<file path="src/hdl/rac_pkg.sv">
// Constants and types shared by the repeater activity and collision logic
//
// Overview of operation
// RULE1: Outside a collision the repeater is active while a port receives or while buffered data is still being repeated.
// RULE2: While jamming, the repeater is active only while one or more network ports receive.
// RULE3: The activity request toward the expansion link is high exactly while the repeater is active.
// RULE4: Two or more ports receiving at once put the repeater into the collision state.
// RULE5: Any port receiving while the repeater drives repeated data onto it puts the repeater into the collision state.
// RULE6: An active AUI collision indication puts the repeater into the collision state.
// RULE7: In the collision state the repeater sends a jam of alternating ones and zeros on every port.
// RULE8: A port with excessive collisions is isolated and is reconnected after a run of collision-free activity.
// RULE9: A port that sees a collision without being a colliding party is flagged as in receive collision.
// RULE10: The AUI port is in transmit collision when its collision indication is active while it transmits.
// RULE11: A twisted-pair port is in transmit collision when it receives while it transmits; the code flags the lone receiver in a jam as receive collision.
// RULE12: Only the eight twisted-pair ports and the AUI port take part in activity, collision and partitioning.
package rac_pkg;

  // ---------------------------------------------------------------------------
  // Port map
  // ---------------------------------------------------------------------------
  localparam int unsigned TP_PORTS = 8;
  localparam int unsigned NPORT    = TP_PORTS + 1;
  localparam int unsigned AUI_IDX  = TP_PORTS;
  localparam logic [NPORT-1:0] PORT_NONE = 9'h000;
  localparam logic [NPORT-1:0] PORT_ALL  = 9'h1FF;

  // ---------------------------------------------------------------------------
  // Partition defaults and data path sizes
  // ---------------------------------------------------------------------------
  localparam int unsigned CCNT_W         = 6;
  localparam int unsigned GCNT_W         = 10;
  localparam int unsigned PART_LIMIT_DEF = 32;
  localparam int unsigned RECON_CYC_DEF  = 512;
  localparam int unsigned DATA_W_DEF     = 1;
  localparam int unsigned BUF_DEPTH      = 2;

  // ---------------------------------------------------------------------------
  // Repeater state, Gray coded along idle, repeat, jam
  // ---------------------------------------------------------------------------
  typedef enum logic [1:0] {
    RAC_IDLE = 2'b00,
    RAC_RPT  = 2'b01,
    RAC_JAM  = 2'b11
  } rac_state_t;

endpackage : rac_pkg

</file>
<file path="src/hdl/rac_buf_if.sv">
// Handshake bundle between the repeater core and its two-entry buffer
`timescale 1ns/1ps
interface rac_buf_if #(
  parameter int unsigned DATA_W = 1
);
  logic              wr_valid;
  logic              wr_ready;
  logic [DATA_W-1:0] wr_data;
  logic              rd_valid;
  logic              rd_ready;
  logic [DATA_W-1:0] rd_data;
  logic              flush;

  modport user  (output wr_valid, wr_data, rd_ready, flush, input wr_ready, rd_valid, rd_data);
  modport store (input wr_valid, wr_data, rd_ready, flush, output wr_ready, rd_valid, rd_data);
endinterface : rac_buf_if

</file>
<file path="src/hdl/rac_buf.sv">
// Two-entry data buffer with valid/ready on both sides and a flush
`timescale 1ns/1ps
module rac_buf
  import rac_pkg::*;
#(
  parameter int unsigned DATA_W = DATA_W_DEF,
  parameter int unsigned DEPTH  = BUF_DEPTH
) (
  // Clock and reset
  input  wire logic mclk_i,
  input  wire logic sys_rst_i,
  // Buffer side of the bundle
  rac_buf_if.store  bif
);

  localparam int unsigned PW = (DEPTH > 1) ? $clog2(DEPTH) : 1;
  localparam int unsigned CW = $clog2(DEPTH + 1);

  logic [DATA_W-1:0] mem [DEPTH];
  logic [PW-1:0]     wr_ptr;
  logic [PW-1:0]     rd_ptr;
  logic [CW-1:0]     count;
  logic [PW-1:0]     next_wr_ptr;
  logic [PW-1:0]     next_rd_ptr;
  logic [CW-1:0]     next_count;
  logic              next_wr_ready;
  logic              wr_ready_q;
  logic              do_wr;
  logic              do_rd;

  function automatic logic [PW-1:0] ptr_inc(input logic [PW-1:0] p);
    ptr_inc = (p == PW'(DEPTH - 1)) ? '0 : p + PW'(1);
  endfunction : ptr_inc

  assign bif.rd_valid = (count != '0);
  assign bif.rd_data  = mem[rd_ptr];
  // Ready is registered so the core sees a clean flop-driven stall
  assign bif.wr_ready = wr_ready_q;

  always_comb begin
    do_wr       = bif.wr_valid && wr_ready_q && !bif.flush;
    do_rd       = bif.rd_ready && (count != '0) && !bif.flush;
    next_wr_ptr = do_wr ? ptr_inc(wr_ptr) : wr_ptr;
    next_rd_ptr = do_rd ? ptr_inc(rd_ptr) : rd_ptr;
    next_count  = count + CW'(do_wr) - CW'(do_rd);
    if (bif.flush) begin
      next_wr_ptr = '0;
      next_rd_ptr = '0;
      next_count  = '0;
    end
    next_wr_ready = (next_count < CW'(DEPTH));
  end

  always_ff @(posedge mclk_i) begin
    if (sys_rst_i) begin
      wr_ptr     <= '0;
      rd_ptr     <= '0;
      count      <= '0;
      wr_ready_q <= 1'b1;
    end else begin
      wr_ptr     <= next_wr_ptr;
      rd_ptr     <= next_rd_ptr;
      count      <= next_count;
      wr_ready_q <= next_wr_ready;
    end
  end

  always_ff @(posedge mclk_i) begin
    if (do_wr) begin
      mem[wr_ptr] <= bif.wr_data;
    end
  end

endmodule : rac_buf

</file>
<file path="src/hdl/rac_top.sv">
// Repeater activity, collision, jam and port partition logic
`timescale 1ns/1ps
module rac_top
  import rac_pkg::*;
#(
  parameter int unsigned DATA_W     = DATA_W_DEF,
  parameter int unsigned PART_LIMIT = PART_LIMIT_DEF,
  parameter int unsigned RECON_CYC  = RECON_CYC_DEF
) (
  // Clock and reset
  input  wire logic              mclk_i,
  input  wire logic              sys_rst_i,
  // Network port receive side
  input  wire logic [NPORT-1:0]  rx_carrier_i,
  input  wire logic [DATA_W-1:0] rx_data_i [NPORT],
  input  wire logic              aui_col_i,
  output logic                   rx_ready_o,
  // Network port transmit side
  input  wire logic              tx_ready_i,
  output logic [NPORT-1:0]       tx_en_o,
  output logic [DATA_W-1:0]      tx_data_o,
  // Expansion link
  output logic                   act_req_o,
  output logic                   col_o,
  // Per-port status
  output logic [NPORT-1:0]       tx_col_o,
  output logic [NPORT-1:0]       rx_col_o,
  output logic [NPORT-1:0]       part_o
);

  // ---------------------------------------------------------------------------
  // Helpers
  // ---------------------------------------------------------------------------
  function automatic logic [3:0] pop_cnt(input logic [NPORT-1:0] v);
    logic [3:0] n;
    n = '0;
    for (int i = 0; i < NPORT; i++) begin
      n = n + 4'(v[i]);
    end
    pop_cnt = n;
  endfunction : pop_cnt

  // ---------------------------------------------------------------------------
  // Signals
  // ---------------------------------------------------------------------------
  rac_state_t         state;
  rac_state_t         next_state;
  logic [NPORT-1:0]   src;
  logic [NPORT-1:0]   next_src;
  logic               next_act_req;
  logic [NPORT-1:0]   next_tx_en;
  logic [DATA_W-1:0]  next_tx_data;
  logic [NPORT-1:0]   next_tx_col;
  logic [NPORT-1:0]   next_rx_col;
  logic [NPORT-1:0]   rx_eff;
  logic               aui_col_eff;
  logic [3:0]         rx_num;
  logic               col_cond;
  logic               one_left;
  logic [DATA_W-1:0]  rx_word;
  logic [CCNT_W-1:0]  ccnt      [NPORT];
  logic [CCNT_W-1:0]  next_ccnt [NPORT];
  logic [GCNT_W-1:0]  gcnt      [NPORT];
  logic [GCNT_W-1:0]  next_gcnt [NPORT];
  logic [NPORT-1:0]   next_part;
  logic               col_entry;

  rac_buf_if #(.DATA_W(DATA_W)) bif ();

  rac_buf #(
    .DATA_W (DATA_W),
    .DEPTH  (BUF_DEPTH)
  ) u_buf (
    .mclk_i    (mclk_i),
    .sys_rst_i (sys_rst_i),
    .bif       (bif)
  );

  // A full buffer cannot stall the wire, so the stall is exported upstream
  assign rx_ready_o = bif.wr_ready;

  // ---------------------------------------------------------------------------
  // Port qualification
  // ---------------------------------------------------------------------------
  // Partitioned ports are ignored; expansion and management never enter here
  assign rx_eff      = rx_carrier_i & ~part_o;           // [RULE12] [RULE8]
  assign aui_col_eff = aui_col_i & ~part_o[AUI_IDX];     // [RULE12]

  // ---------------------------------------------------------------------------
  // Repeater state, activity and transmit path
  // ---------------------------------------------------------------------------
  always_comb begin
    rx_num   = pop_cnt(rx_eff);
    col_cond = (rx_num >= 4'h2)                          // [RULE4]
               || (|(rx_eff & tx_en_o))                  // [RULE5]
               || aui_col_eff;                           // [RULE6]
    one_left = (state == RAC_JAM) && (rx_num == 4'h1);
    rx_word  = '0;
    for (int i = 0; i < NPORT; i++) begin
      if (rx_eff[i]) begin
        rx_word = rx_word | rx_data_i[i];
      end
    end
    next_state = state;
    next_src   = src;
    unique case (state)
      RAC_IDLE: begin
        if (col_cond) begin
          next_state = RAC_JAM;
        end else if (rx_num == 4'h1) begin
          next_state = RAC_RPT;
          next_src   = rx_eff;
        end
      end
      RAC_RPT: begin
        if (col_cond) begin
          next_state = RAC_JAM;
        end else if (!(|rx_eff) && !bif.rd_valid) begin
          next_state = RAC_IDLE;
        end
      end
      RAC_JAM: begin
        // Jam lasts until every unpartitioned port is quiet and the AUI indication drops
        if (!(|rx_eff) && !aui_col_eff) begin
          next_state = RAC_IDLE;
        end
      end
      default: begin
        next_state = RAC_IDLE;
      end
    endcase

    bif.flush    = (next_state == RAC_JAM);
    bif.wr_valid = (next_state == RAC_RPT) && (|rx_eff);
    bif.wr_data  = rx_word;
    bif.rd_ready = (state == RAC_RPT) && tx_ready_i;

    // Draining a finished reception still counts as active
    next_act_req = (next_state == RAC_RPT)               // [RULE1]
                   || ((next_state == RAC_JAM) && (|rx_eff)); // [RULE2] [RULE3]

    next_tx_en   = PORT_NONE;
    next_tx_data = tx_data_o;
    if (next_state == RAC_JAM) begin
      next_tx_en   = PORT_ALL;                           // [RULE7]
      next_tx_data = ~tx_data_o;                         // [RULE7]
    end else if (next_state == RAC_RPT) begin
      next_tx_en = ~next_src;
      if (bif.rd_valid && tx_ready_i) begin
        next_tx_data = bif.rd_data;
      end
    end

    for (int i = 0; i < NPORT; i++) begin
      if (i == AUI_IDX) begin
        next_tx_col[i] = aui_col_eff && tx_en_o[i];      // [RULE10]
        next_rx_col[i] = aui_col_eff && !tx_en_o[i];     // [RULE9]
      end else begin
        next_tx_col[i] = rx_eff[i] && tx_en_o[i] && !one_left; // [RULE11]
        next_rx_col[i] = rx_eff[i] && one_left;          // [RULE9]
      end
    end
  end

  always_ff @(posedge mclk_i) begin
    if (sys_rst_i) begin
      state     <= RAC_IDLE;
      src       <= PORT_NONE;
      act_req_o <= 1'b0;
      col_o     <= 1'b0;
      tx_en_o   <= PORT_NONE;
      tx_data_o <= '0;
      tx_col_o  <= PORT_NONE;
      rx_col_o  <= PORT_NONE;
    end else begin
      state     <= next_state;
      src       <= next_src;
      act_req_o <= next_act_req;
      col_o     <= (next_state == RAC_JAM);
      tx_en_o   <= next_tx_en;
      tx_data_o <= next_tx_data;
      tx_col_o  <= next_tx_col;
      rx_col_o  <= next_rx_col;
    end
  end

  // ---------------------------------------------------------------------------
  // Partitioning
  // ---------------------------------------------------------------------------
  // Collisions are counted once per collision event, not per cycle
  always_comb begin
    col_entry = (state != RAC_JAM) && (next_state == RAC_JAM);
    for (int i = 0; i < NPORT; i++) begin
      logic involved;
      logic clean;
      involved = (i == AUI_IDX) ? (rx_eff[i] || aui_col_eff) : rx_eff[i];
      // Clean means the raw port is active alone and no jam is in progress
      clean    = rx_carrier_i[i] && !(|(rx_eff & ~(PORT_NONE | (9'h001 << i))))
                 && (state != RAC_JAM) && !col_cond;
      next_ccnt[i] = ccnt[i];
      next_gcnt[i] = clean ? gcnt[i] + GCNT_W'(1) : '0;
      next_part[i] = part_o[i];
      if (col_entry && involved && (ccnt[i] != CCNT_W'(PART_LIMIT))) begin
        next_ccnt[i] = ccnt[i] + CCNT_W'(1);
      end
      if (next_ccnt[i] == CCNT_W'(PART_LIMIT)) begin
        next_part[i] = 1'b1;                             // [RULE8]
      end
      if (clean && (gcnt[i] == GCNT_W'(RECON_CYC - 1))) begin
        next_part[i] = 1'b0;                             // [RULE8]
        next_ccnt[i] = '0;
        next_gcnt[i] = '0;
      end
    end
  end

  always_ff @(posedge mclk_i) begin
    if (sys_rst_i) begin
      part_o <= PORT_NONE;
      for (int i = 0; i < NPORT; i++) begin
        ccnt[i] <= '0;
        gcnt[i] <= '0;
      end
    end else begin
      part_o <= next_part;
      for (int i = 0; i < NPORT; i++) begin
        ccnt[i] <= next_ccnt[i];
        gcnt[i] <= next_gcnt[i];
      end
    end
  end
endmodule : rac_top

</file>
<file path="config.mk">
export PLATFORM = sky130hd
export DESIGN_NAME = rac_top
export DESIGN_NICKNAME = d
export VERILOG_FILES = /design/src/hdl/rac_pkg.sv /design/src/hdl/rac_buf_if.sv /design/src/hdl/rac_buf.sv /design/src/hdl/rac_top.sv
export SDC_FILE = /design/constraint.sdc
export NUM_CORES = 1
export LEC_CHECK = 0
export BUFFER_PORTS_ARGS = -buffer_cell sky130_fd_sc_hd__buf_2
export CORE_ASPECT_RATIO = 0.7
export CORE_MARGIN = 5
export CORE_UTILIZATION = 60
export CTS_CLUSTER_SIZE = 20
export DETAILED_ROUTE_END_ITERATION = 12
export PLACE_DENSITY = 0.87
export SLEW_MARGIN = 20
export SYNTH_ARGS = -nofsm -noshare
export SYNTH_HDL_FRONTEND = slang
export SYNTH_HIERARCHICAL = 1
export SYNTH_SLANG_ARGS = --single-unit
</file>
<file path="constraint.sdc">
create_clock -name mclk_i -period 9.8 [get_ports mclk_i]
set_input_delay 0.98 -clock mclk_i [delete_from_list [all_inputs] [get_ports mclk_i]]
set_output_delay 0.98 -clock mclk_i [all_outputs]
set_load 0.01 [all_outputs]
</file>
==> results of run 1 <==
==> worst max-delay path: cells and delay by family <==
family,cells,cell delay [ns]
adder cells (fa/ha/maj),7,2.75
AND/OR/NAND/NOR,6,1.66
XOR/XNOR,1,0.23
buffers and inverters,6,0.77
AO/OA/AOI/OAI,2,0.39
==> sequential cells by signal (all words and copies together), names as in the netlist, 9 cells and up, named ones only <==
| signal | count |
|---|---|
| src | 9 |
| ccnt | 54 |
| rx_col_o | 9 |
| tx_en_o | 9 |
| gcnt | 90 |
| part_o | 9 |
| tx_col_o | 9 |
==> power breakdown <==
group / total (mW) / internal, mW / switching [mW]
registers: 0.867 / 0.843 / 0.0237
logic: 0.186 / 0.0723 / 0.113
clock network: 0.781 / 0.469 / 0.312
total: 1.83 / 1.38 / 0.449
==> cell type report <==
type                       count  area [sq um]
clock buffer                  28         583.1
clock inverter                 7         87.58
fill                        1150          4901
inverter                      60         225.2
multi-input combinational    758          4878
sequential                   202          4064
tap                          200         250.2
timing repair buffer          63         320.3
==> logic make-up (layout without fill, tap and decap cells) <==
group,count (synthesis),in the layout,synth area share
mux,20,20,0.02202
buf+inv,84,158,0.03594
flops,202,202,0.4388
compound gates,76,76,0.06606
fa+ha+maj,37,37,0.05404
xor+xnor,129,129,0.1235
simple gates,496,496,0.2597
==> through the flow <==
stage	hold WS, ns	area (sq um)	util	setup WS [ns]
floorplan	0.4175	9261	-	2.949
global placement	0.4306	9732	0.6357	3.285
detailed placement	0.4409	9732	0.6357	3.000
CTS	0.4521	10400	0.6795	3.426
global route	0.4677	10410	0.6799	2.970
finish	0.4495	10410	0.6799	3.362
==> placed cells by master (no fill, tap or decap), types with 7 or more instances in the layout <==
| master | synthesis | final |
|---|---|---|
| sky130_fd_sc_hd__buf_2 | 2 | 61 |
| sky130_fd_sc_hd__nand2b_1 | 10 | 10 |
| sky130_fd_sc_hd__dfxtp_1 | 200 | 200 |
| sky130_fd_sc_hd__mux2i_1 | 17 | 17 |
| sky130_fd_sc_hd__nor2_2 | 11 | 11 |
| sky130_fd_sc_hd__xnor2_1 | 64 | 64 |
| sky130_fd_sc_hd__a211oi_1 | 7 | 7 |
| sky130_fd_sc_hd__nand3b_1 | 7 | 7 |
| sky130_fd_sc_hd__nand4_1 | 21 | 21 |
| sky130_fd_sc_hd__ha_1 | 32 | 32 |
| sky130_fd_sc_hd__nor3_1 | 24 | 24 |
| sky130_fd_sc_hd__a21oi_1 | 13 | 13 |
| sky130_fd_sc_hd__clkbuf_16 | 0 | 22 |
| sky130_fd_sc_hd__inv_1 | 58 | 58 |
| sky130_fd_sc_hd__o31ai_1 | 8 | 8 |
| sky130_fd_sc_hd__and3_1 | 15 | 15 |
| sky130_fd_sc_hd__nor4_1 | 11 | 11 |
| sky130_fd_sc_hd__or3_1 | 9 | 9 |
| sky130_fd_sc_hd__o21ai_0 | 9 | 9 |
| sky130_fd_sc_hd__nand2_1 | 60 | 60 |
| sky130_fd_sc_hd__nor2_1 | 218 | 218 |
| sky130_fd_sc_hd__xor2_1 | 64 | 64 |
| sky130_fd_sc_hd__nand3_1 | 61 | 61 |
==> per-layer routing <==
layer  vias to the layer above  GRT usage
met3                        46    0.04551
li1                       3643          -
met4                         0    0.05511
met5                         -          0
met2                       232     0.3622
met1                      3436     0.3211
==> path summary, 6_finish.rpt <==
check                  startpoint                  to  slack, ns  cells after the start
setup / recovery  rx_carrier_i[3]  u_buf/bif.wr_ready       3.36                     22
hold reg to reg       gcnt[0][30]         gcnt[0][30]       0.45                      1
setup reg to reg        part_o[3]  u_buf/bif.wr_ready       3.49                     21
hold / removal        gcnt[0][30]         gcnt[0][30]       0.45                      1
==> impl_metrics.env, run 1 <==
export IMPL_cts_post_setup_buffers_inserted=0
export IMPL_floorplan_die_area_sq_um=18060
export IMPL_grt_antenna_before_repair=0
export IMPL_drt_met1_wl_mm=9.449
export IMPL_post_synth_inst_count=1044
export IMPL_synth_seq_area_share=0.4388
export IMPL_finClkSkew_ns=0.01350
export IMPL_synth_enable_flop_cells=2
export IMPL_critical_path_peak_fanout=21
export IMPL_post_synth_top_count_cell="sky130_fd_sc_hd__nor2_1"
export IMPL_timing_critical_path_arrival_ns=6.81
export IMPL_floorplan_rows=38
export IMPL_p_total_mw=1.833
export IMPL_top_level_ports=62
export IMPL_setup_total_negative_slack_ns=0
export IMPL_drive_gt1_frac=0.1154
export IMPL_synth_top_cell_by_area="sky130_fd_sc_hd__dfxtp_1"
export IMPL_ctsResizeCount=0
export IMPL_grt_first_pass_wirelength_mm=34.05
export IMPL_post_place_cells=1283
export IMPL_area_growth_from_synthesis_to_layout_pct=12.39
export IMPL_syn_nets=1103
export IMPL_postSynthRegisterBits=202
export IMPL_critical_path_cell_chain="buf_2 > nand2b_1 > inv_1 > fa_1 > inv_1 > fa_1 > fa_1 > fa_1 > inv_1 > fa_1 > and4bb_1 > a21oi_1 > o41ai_2 > and2_1 > inv_1 > nor3_1 > nand3b_1 > ha_1 > inv_1 > ha_1 > xnor3_1 > or3_1"
export IMPL_maxUsedRoutingLayer="met4"
export IMPL_routed_wl_met3_mm=1.581
export IMPL_drt_vias_per_instance=5.582
export IMPL_grt_total_usage=0.2278
export IMPL_critical_path_required_ns=10.17
export IMPL_fp_coreArea_sq_um=15310
export IMPL_first_global_vias=7077
export IMPL_fin_crit_sh=0.6569
export IMPL_grt_start_max_net_pins=31
export IMPL_report_final_hold_viol_count=0
export IMPL_drt_first_pass_iters=5
export IMPL_power_per_cell_area_nw_per_um2=176.1
export IMPL_fmaxAchievable_mhz=155.3
export IMPL_number_of_buffers_on_the_longest_clock_path=3
export IMPL_critical_path_max_stage_delay_ns=0.51
export IMPL_final_nets=1164
export IMPL_worst_skew_pair_late_latency_ns=0.50
export IMPL_grt_setup_unrepaired="false"
export IMPL_synth_area_sq_um=9261
export IMPL_tightest_slew_ns=0.9724
export IMPL_via_count=7357
export IMPL_yosys_top_cells_area="sky130_fd_sc_hd__dfxtp_1 (43%), sky130_fd_sc_hd__nor2_1 (8.8%), sky130_fd_sc_hd__xnor2_1 (6.1%)"
export IMPL_die_h_um=113.9
export IMPL_cts_root_buffer="sky130_fd_sc_hd__clkbuf_16"
export IMPL_timing_critical_path_to_type="flip-flop"
export IMPL_post_synth_top_area_fraction=0.4323
export IMPL_clk_pin_slew_ns=0.06
export IMPL_clock_tree_from_tritoncts="yes"
export IMPL_dp_hpwl_mm=14.46
export IMPL_ys_warnings_count=6
export IMPL_grt_overflow=0
export IMPL_avgSynthCellArea_sq_um=8.871
export IMPL_synthArstFlopShare=0
export IMPL_hold_path_class="reg2reg"
export IMPL_numCtsBuffers=20
export IMPL_p_leak_nw=4.084
export IMPL_dominantRegCellSynth="sky130_fd_sc_hd__dfxtp_1"
export IMPL_layout_min_cycle_time_ns=6.438
export IMPL_cell_at_the_slowest_stage_of_the_critical_path="sky130_fd_sc_hd__fa_1"
export IMPL_setup_viol_count_final=0
export IMPL_route_met2_wl_mm=9.023
export IMPL_drc=0
export IMPL_initial_utilization=0.6049
export IMPL_routedWlPerCell_um=15.58
export IMPL_path_class="in2reg"
export IMPL_dr_first_iter_drc_count=619
export IMPL_clock_sinks=202
export IMPL_vdd_ir_drop_max_v=0.0001245
export IMPL_final_antenna_net_count=0
export IMPL_dieWidth_um=158.5
export IMPL_place_congestion=0.9078
export IMPL_timing_slew_headroom=0.3478
export IMPL_critical_path_start_type="input pin"
export IMPL_portBuffers=61
export IMPL_cts_htree_levels=1
export IMPL_antenna_cells=0
export IMPL_run_status="finished, final reports clean"
export IMPL_post_layout_nonfiller_instances=1318
export IMPL_routed_wl_mm=20.54
export IMPL_synth_commonest_cells="sky130_fd_sc_hd__nor2_1 (218), sky130_fd_sc_hd__dfxtp_1 (200), sky130_fd_sc_hd__xnor2_1 (64), sky130_fd_sc_hd__xor2_1 (64), sky130_fd_sc_hd__nand3_1 (61)"
export IMPL_drv_slew=0
export IMPL_synth_cell_types=70
export IMPL_post_cts_hold_buffer_count=0
export IMPL_drv_max_cap_violation_count=0
No activity file was read; power rests on OpenSTA's default activity.
==> run 2: changes to the inputs <==
--- a/config.mk
+++ b/config.mk
@@ -8,10 +8,10 @@
 export BUFFER_PORTS_ARGS = -buffer_cell sky130_fd_sc_hd__buf_2
 export CORE_ASPECT_RATIO = 0.7
 export CORE_MARGIN = 5
-export CORE_UTILIZATION = 60
+export CORE_UTILIZATION = 55
 export CTS_CLUSTER_SIZE = 20
 export DETAILED_ROUTE_END_ITERATION = 12
-export PLACE_DENSITY = 0.87
+export PLACE_DENSITY = 0.84
 export SLEW_MARGIN = 20
 export SYNTH_ARGS = -nofsm -noshare
 export SYNTH_HDL_FRONTEND = slang
==> constraint.sdc (replaced) <==
create_clock -name mclk_i -period 5.4 [get_ports mclk_i]
set_input_delay 0.54 -clock mclk_i [delete_from_list [all_inputs] [get_ports mclk_i]]
set_output_delay 0.54 -clock mclk_i [all_outputs]
set_load 0.01 [all_outputs]
==> impl_metrics.env, run 2 (same netlist as run 1, synthesis figures left out) <==
export IMPL_run_status="finished, final reports clean"
export IMPL_first_global_vias=7378
export IMPL_finClkSkew_ns=0.02079
export IMPL_final_nets=1217
export IMPL_tightest_slew_ns=0.7324
export IMPL_critical_path_buf_inv_count=3
export IMPL_dieWidth_um=165.1
export IMPL_largest_registers="gcnt x90, ccnt x54"
export IMPL_layout_min_cycle_time_ns=5.316
export IMPL_timing_critical_path_mode_cell="sky130_fd_sc_hd__fa_1"
export IMPL_timing_critical_path_arrival_ns=5.70
export IMPL_place_congestion=0.9035
export IMPL_dr_first_iter_drc_count=692
export IMPL_drt_first_pass_iters=5
export IMPL_numCtsBuffers=19
export IMPL_setup_total_negative_slack_ns=0
export IMPL_worst_skew_pair_late_latency_ns=0.50
export IMPL_cell_at_the_slowest_stage_of_the_critical_path="sky130_fd_sc_hd__fa_1"
export IMPL_hold_path_cell_count=2
export IMPL_path_class="reg2reg"
export IMPL_number_of_buffers_on_the_longest_clock_path=3
export IMPL_post_cts_hold_buffer_count=0
export IMPL_critical_path_required_ns=5.78
export IMPL_fp_coreArea_sq_um=16440
export IMPL_initial_utilization=0.5632
export IMPL_critical_path_max_stage_delay_ns=0.53
export IMPL_area_growth_from_synthesis_to_layout_pct=17.36
export IMPL_grt_total_usage=0.2163
export IMPL_routedWlPerCell_um=15.37
export IMPL_timing_critical_path_to_type="flip-flop"
export IMPL_worst_r2r_path_depth=20
export IMPL_grt_start_max_net_pins=31
export IMPL_dp_hpwl_mm=15.36
export IMPL_routed_wl_mm=21.45
export IMPL_drive_gt1_frac=0.1658
export IMPL_clk_pin_slew_ns=0.07
export IMPL_die_h_um=118.6
export IMPL_hold_path_class="in2reg"
export IMPL_setup_viol_count_final=0
export IMPL_power_per_cell_area_nw_per_um2=306.7
export IMPL_largest_register_ff_count=90
export IMPL_via_count=7639
export IMPL_clock_sinks=202
export IMPL_top_level_ports=62
export IMPL_drc=0
export IMPL_kind_of_cell_with_the_highest_combined_delay_on_the_critical_path="adder cells"
export IMPL_report_final_hold_viol_count=0
export IMPL_layout_cells_most_common_list="sky130_fd_sc_hd__nor2_1 (217), sky130_fd_sc_hd__dfxtp_1 (199), sky130_fd_sc_hd__xnor2_1 (64), sky130_fd_sc_hd__xor2_1 (64)"
export IMPL_num_fill_cells=1299
export IMPL_grt_antenna_before_repair=1
export IMPL_cp_num_cells=20
export IMPL_fmaxAchievable_mhz=188.1
export IMPL_vdd_ir_drop_max_v=0.0002357
export IMPL_cts_root_buffer="sky130_fd_sc_hd__clkbuf_16"
export IMPL_cts_htree_levels=1
export IMPL_p_leak_nw=4.336
export IMPL_grt_first_pass_wirelength_mm=35.26
export IMPL_critical_path_start_type="flip-flop"
export IMPL_portBuffers=61
export IMPL_grt_overflow=0
export IMPL_final_antenna_net_count=0
export IMPL_fin_hold_ws_ns=0.3526
export IMPL_drv_max_cap_violation_count=0
export IMPL_timing_slew_headroom=0.5088
export IMPL_final_common_cell="sky130_fd_sc_hd__nor2_1"
export IMPL_critical_path_cell_chain="and2b_1 > fa_1 > inv_1 > fa_1 > fa_1 > fa_2 > inv_2 > fa_1 > and4bb_1 > a21oi_2 > or4_4 > a21oi_2 > o21a_1 > nor3_4 > nand3b_1 > ha_1 > inv_1 > ha_1 > xnor3_1 > or3_1"
export IMPL_critical_path_peak_fanout=3
export IMPL_drv_slew=0
export IMPL_floorplan_die_area_sq_um=19580
export IMPL_largest_register="gcnt"
export IMPL_clock_tree_from_tritoncts="yes"
export IMPL_fin_crit_sh=0.9845
export IMPL_floorplan_rows=39
export IMPL_drt_vias_per_instance=5.472
export IMPL_grt_setup_unrepaired="true"
run 2: final timing paths:
path                                  start            endpoint  slack (ns)
worst min-delay path              aui_col_i         rx_col_o[8]        0.35
worst max-delay path              part_o[0]  u_buf/bif.wr_ready        0.08
worst min register to register  gcnt[0][30]         gcnt[0][30]        0.45
worst max register to register    part_o[0]  u_buf/bif.wr_ready        0.08
run 2: final cells by class:
class | count | area [sq um] | share of cell area
antenna | 1 | 2.502 | 0.0002302
clock inverter | 9 | 107.6 | 0.009900
inverter | 60 | 227.7 | 0.02095
clock buffer | 24 | 524.3 | 0.04823
multi-input combinational | 758 | 4922 | 0.4529
tap | 225 | 281.5 | 0.02590
timing repair buffer | 117 | 738.2 | 0.06792
sequential | 202 | 4065 | 0.3740
run 2: report_power, final:
group,internal [mW],switching [mW],total (mW),leakage [nW]
Sequential,1.53,0.0424,1.57,1.64
Clock,0.788,0.572,1.36,0.307
Combinational,0.172,0.230,0.401,2.39
Total,2.49,0.844,3.33,4.34
run 2: per-stage QoR:
step / utilization / setup WS, ns / area, sq um / instances / power, mW
CTS: 0.6582 / 0.05308 / 10820 / 1392 / 3.346
global route: 0.6610 / -0.08706 / 10870 / 1396 / 3.460
global placement: 0.6198 / -0.1116 / 10190 / 1359 / 1.971
finish: 0.6610 / 0.08396 / 10870 / 1396 / 3.333
detailed placement: 0.6198 / -0.2467 / 10190 / 1359 / 1.987
floorplan: - / -0.4836 / 9326 / 1044 / 1.845
run 2: metal layers:
layer | up-vias | share of wire | wire, um | track usage
met5 | - | 0 | 0 | 0
met4 | 0 | 0.030 | 634 | 0.07481
met3 | 60 | 0.066 | 1425 | 0.03653
met2 | 251 | 0.46 | 9788 | 0.3440
met1 | 3583 | 0.45 | 9603 | 0.2977
li1 | 3745 | - | - | -
run 2: repair_timing:
| action | in CTS | in global routing |
|---|---|---|
| resized for setup | 0 | 5 |
| hold endpoints to repair | 0 | 0 |
| setup endpoints to repair | 0 | 8 |
| buffers inserted | 0 | 3 |
==> run 3: changes to the inputs <==
--- a/config.mk
+++ b/config.mk
@@ -5,13 +5,17 @@
 export SDC_FILE = /design/constraint.sdc
 export NUM_CORES = 1
 export LEC_CHECK = 0
+export ABC_AREA = 1
 export BUFFER_PORTS_ARGS = -buffer_cell sky130_fd_sc_hd__buf_2
+export CELL_PAD_IN_SITES_DETAIL_PLACEMENT = 1
+export CELL_PAD_IN_SITES_GLOBAL_PLACEMENT = 2
 export CORE_ASPECT_RATIO = 0.7
 export CORE_MARGIN = 5
-export CORE_UTILIZATION = 55
+export CORE_UTILIZATION = 33
 export CTS_CLUSTER_SIZE = 20
 export DETAILED_ROUTE_END_ITERATION = 12
-export PLACE_DENSITY = 0.84
+export GPL_TIMING_DRIVEN = 1
+export PLACE_DENSITY = 0.85
 export SLEW_MARGIN = 20
 export SYNTH_ARGS = -nofsm -noshare
 export SYNTH_HDL_FRONTEND = slang
==> impl_metrics.env, run 3 <==
export IMPL_setup_total_negative_slack_ns=0
export IMPL_clock_sinks=202
export IMPL_clk_pin_slew_ns=0.06
export IMPL_largest_register="gcnt"
export IMPL_largest_register_ff_count=90
export IMPL_synth_cell_types=47
export IMPL_run_status="finished, final reports clean"
export IMPL_detailedPlace_worstSlack_ns=-0.02461
export IMPL_critical_path_peak_fanout=12
export IMPL_place_congestion=0.8146
export IMPL_ys_warnings_count=6
export IMPL_first_global_vias=8183
export IMPL_p_leak_nw=4.618
export IMPL_dp_hpwl_mm=19.42
export IMPL_portBuffers=61
export IMPL_yosys_top_cells_area="sky130_fd_sc_hd__dfxtp_1 (41%), sky130_fd_sc_hd__nand2_1 (8.6%), sky130_fd_sc_hd__nor2_1 (8.3%)"
export IMPL_critical_path_reg2reg_startpoint="part_o[0]"
export IMPL_power_share_of_the_sequential_group=0.451
export IMPL_p_sw_mw=0.9614
export IMPL_switching_fraction=0.2732
export IMPL_floorplan_die_area_sq_um=33040
export IMPL_fp_coreArea_sq_um=28950
export IMPL_routed_wl_mm=25.99
export IMPL_synthArstFlopShare=0
export IMPL_hold_start="rx_carrier_i[0]"
export IMPL_cts_htree_levels=1
export IMPL_top_level_ports=62
export IMPL_tightest_slew_ns=1.106
export IMPL_layout_min_cycle_time_ns=5.062
export IMPL_hold_path_class="in2reg"
export IMPL_die_h_um=153.6
export IMPL_timing_critical_path_mode_cell="sky130_fd_sc_hd__fa_1"
export IMPL_fin_crit_sh=0.9375
export IMPL_final_common_cell="sky130_fd_sc_hd__nand2_1"
export IMPL_routedWlPerCell_um=15.06
export IMPL_hold_end="tx_col_o[0]"
export IMPL_number_of_buffers_on_the_longest_clock_path=3
export IMPL_final_nets=1391
export IMPL_worst_r2r_path_depth=23
export IMPL_syn_nets=1313
export IMPL_synth_enable_flop_cells=2
export IMPL_setup_viol_count_final=0
export IMPL_antenna_cells=0
export IMPL_power_per_cell_area_nw_per_um2=314.8
export IMPL_clockPowerShare=0.429
export IMPL_cts_root_buffer="sky130_fd_sc_hd__clkbuf_16"
export IMPL_post_synth_top_count_cell="sky130_fd_sc_hd__nand2_1"
export IMPL_synth_commonest_cells="sky130_fd_sc_hd__nand2_1 (222), sky130_fd_sc_hd__nor2_1 (216), sky130_fd_sc_hd__dfxtp_1 (200)"
export IMPL_cell_at_the_slowest_stage_of_the_critical_path="sky130_fd_sc_hd__fa_1"
export IMPL_critical_path_max_stage_delay_ns=0.47
export IMPL_largest_registers="gcnt x90, ccnt x54"
export IMPL_critical_path_required_ns=5.80
export IMPL_via_count=8264
export IMPL_globalRouteMet2Util=0.2475
export IMPL_synth_seq_area_share=0.4181
export IMPL_r2r_end="u_buf/count[1]"
export IMPL_drc=0
export IMPL_power_combinational_fraction=0.121
export IMPL_cts_post_setup_buffers_inserted=0
export IMPL_final_antenna_net_count=0
export IMPL_fin_hold_ws_ns=0.3577
export IMPL_post_synth_top_area_fraction=0.4119
export IMPL_drv_max_cap_violation_count=0
export IMPL_path_class="reg2reg"
export IMPL_layout_cells_most_common_list="sky130_fd_sc_hd__nand2_1 (222), sky130_fd_sc_hd__nor2_1 (216), sky130_fd_sc_hd__dfxtp_1 (200)"
export IMPL_area_growth_from_synthesis_to_layout_pct=15.01
export IMPL_grt_setup_unrepaired="false"
export IMPL_globalRouteMet3Util=0.02064
export IMPL_post_cts_hold_buffer_count=0
export IMPL_synth_top_cell_by_area="sky130_fd_sc_hd__dfxtp_1"
export IMPL_drt_first_pass_iters=5
export IMPL_intPower_mw=2.557
export IMPL_grt_overflow=0
export IMPL_avgSynthCellArea_sq_um=7.752
export IMPL_synth_area_sq_um=9721
export IMPL_grt_antenna_before_repair=0
export IMPL_grt_start_max_net_pins=55
export IMPL_drt_vias_per_instance=4.788
export IMPL_timing_critical_path_arrival_ns=5.46
export IMPL_timing_slew_headroom=0.2621
export IMPL_hold_path_cell_count=3
export IMPL_grt_total_usage=0.1538
export IMPL_finalWorstSetupSlack_ns=0.3376
export IMPL_vdd_ir_drop_max_v=0.0001788
export IMPL_floorplan_rows=52
export IMPL_dominantRegCellSynth="sky130_fd_sc_hd__dfxtp_1"
export IMPL_worst_setup_slack_for_register_to_register_paths_ns=0.34
export IMPL_drv_slew=0
export IMPL_numCtsBuffers=23
export IMPL_grt_first_pass_wirelength_mm=42.70
export IMPL_grt_busiest_layer="met2"
export IMPL_dieWidth_um=215.1
export IMPL_timing_critical_path_to_type="flip-flop"
export IMPL_finClkSkew_ns=0.01035
export IMPL_postSynthRegisterBits=202
export IMPL_drive_gt1_frac=0.1320
export IMPL_initial_utilization=0.3357
export IMPL_dr_first_iter_drc_count=316
export IMPL_fmaxAchievable_mhz=197.5
export IMPL_globalRouteMet1Util=0.2200
export IMPL_critical_path_start_type="flip-flop"
export IMPL_worst_skew_pair_late_latency_ns=0.50
export IMPL_post_synth_inst_count=1254
export IMPL_critical_path_cell_chain="nor2_1 > fa_1 > inv_1 > fa_1 > fa_1 > fa_1 > inv_1 > fa_1 > o21bai_1 > a21oi_2 > nand4_4 > buf_4 > o21ai_1 > nand3_1 > nand2_1 > inv_1 > nand3_2 > ha_1 > inv_1 > ha_1 > nand3_1 > nand2_1 > nor2_1"
export IMPL_clock_tree_from_tritoncts="yes"
export IMPL_ctsResizeCount=0
export IMPL_report_final_hold_viol_count=0
==> run 3: cell types whose count changed in the layout (fill, tap and decap cells not counted), sizes merged, moves of 10 or more <==
cell	before	now
nand4	21	67
or3	11	0
xnor2	64	20
mux2i	17	0
nand3	61	91
inv	59	161
and3	15	1
nand2b	10	0
nand2	60	228
nor3b	5	17
a21oi	13	57
buf	117	72
==> run 3: how the worst max path moves through the flow <==
| stage | to | slack (ns) | startpoint |
|---|---|---|---|
| 2_1_floorplan | u_buf/count[1] | 0.37 | rx_carrier_i[1] |
| 3_3_place_gp | u_buf/count[1] | 0.15 | rx_carrier_i[0] |
| 3_5_place_dp | u_buf/count[1] | -0.02 | rx_carrier_i[0] |
| 4_1_cts | u_buf/count[1] | 0.30 | part_o[0] |
| 5_1_grt | u_buf/count[1] | 0.02 | part_o[0] |
| 6_report | u_buf/count[1] | 0.34 | part_o[0] |
==> run 3: power by group through the flow <==
stage	registers, mW	logic, mW	clock network, mW
floorplan	1.61	0.281	0
global placement	1.62	0.415	0
detailed placement	1.62	0.424	0
CTS	1.59	0.427	1.56
global route	1.59	0.472	1.62
finish	1.59	0.425	1.51
==> run 3: cell type report <==
cell class | instances | area (sq um)
clock buffer | 31 | 645.6
clock inverter | 10 | 78.83
fill | 3558 | 17770
inverter | 160 | 600.6
multi-input combinational | 873 | 4917
sequential | 202 | 4064
tap | 378 | 473.0
timing repair buffer | 72 | 400.4
==> run 3: through the flow <==
step	instances	utilization	total power, mW	instance area, sq um
floorplan	1254	-	1.893	9721
global placement	1685	0.3611	2.035	10460
detailed placement	1685	0.3611	2.044	10460
CTS	1726	0.3861	3.576	11180
global route	1726	0.3861	3.687	11180
finish	1726	0.3861	3.519	11180
==> run 3: metal layers <==
| layer | part of all wire | up-vias | wire (um) |
|---|---|---|---|
| met5 | 0 | - | 0 |
| met2 | 0.44 | 80 | 11440 |
| met1 | 0.51 | 3916 | 13260 |
| li1 | - | 4229 | - |
| met4 | 0.022 | 0 | 571 |
| met3 | 0.027 | 39 | 709 |
==> run 3: kinds of logic after synthesis <==
| family | count (synthesis) | synth area share |
|---|---|---|
| fa+ha+maj | 37 | 0.05149 |
| buf+inv | 179 | 0.07607 |
| xor+xnor | 80 | 0.07208 |
| mux | 1 | 0.001158 |
| compound gates | 96 | 0.06165 |
| simple gates | 659 | 0.3195 |
| flops | 202 | 0.4181 |
==> run 3: worst max-delay path, delay by kind of cell, from the launching register on <==
family | cells | cell delay, ns
fa+ha+maj | 7 | 2.52
simple gates | 8 | 1.07
buf+inv | 5 | 0.52
compound gates | 3 | 0.51
flops | 1 | 0.33
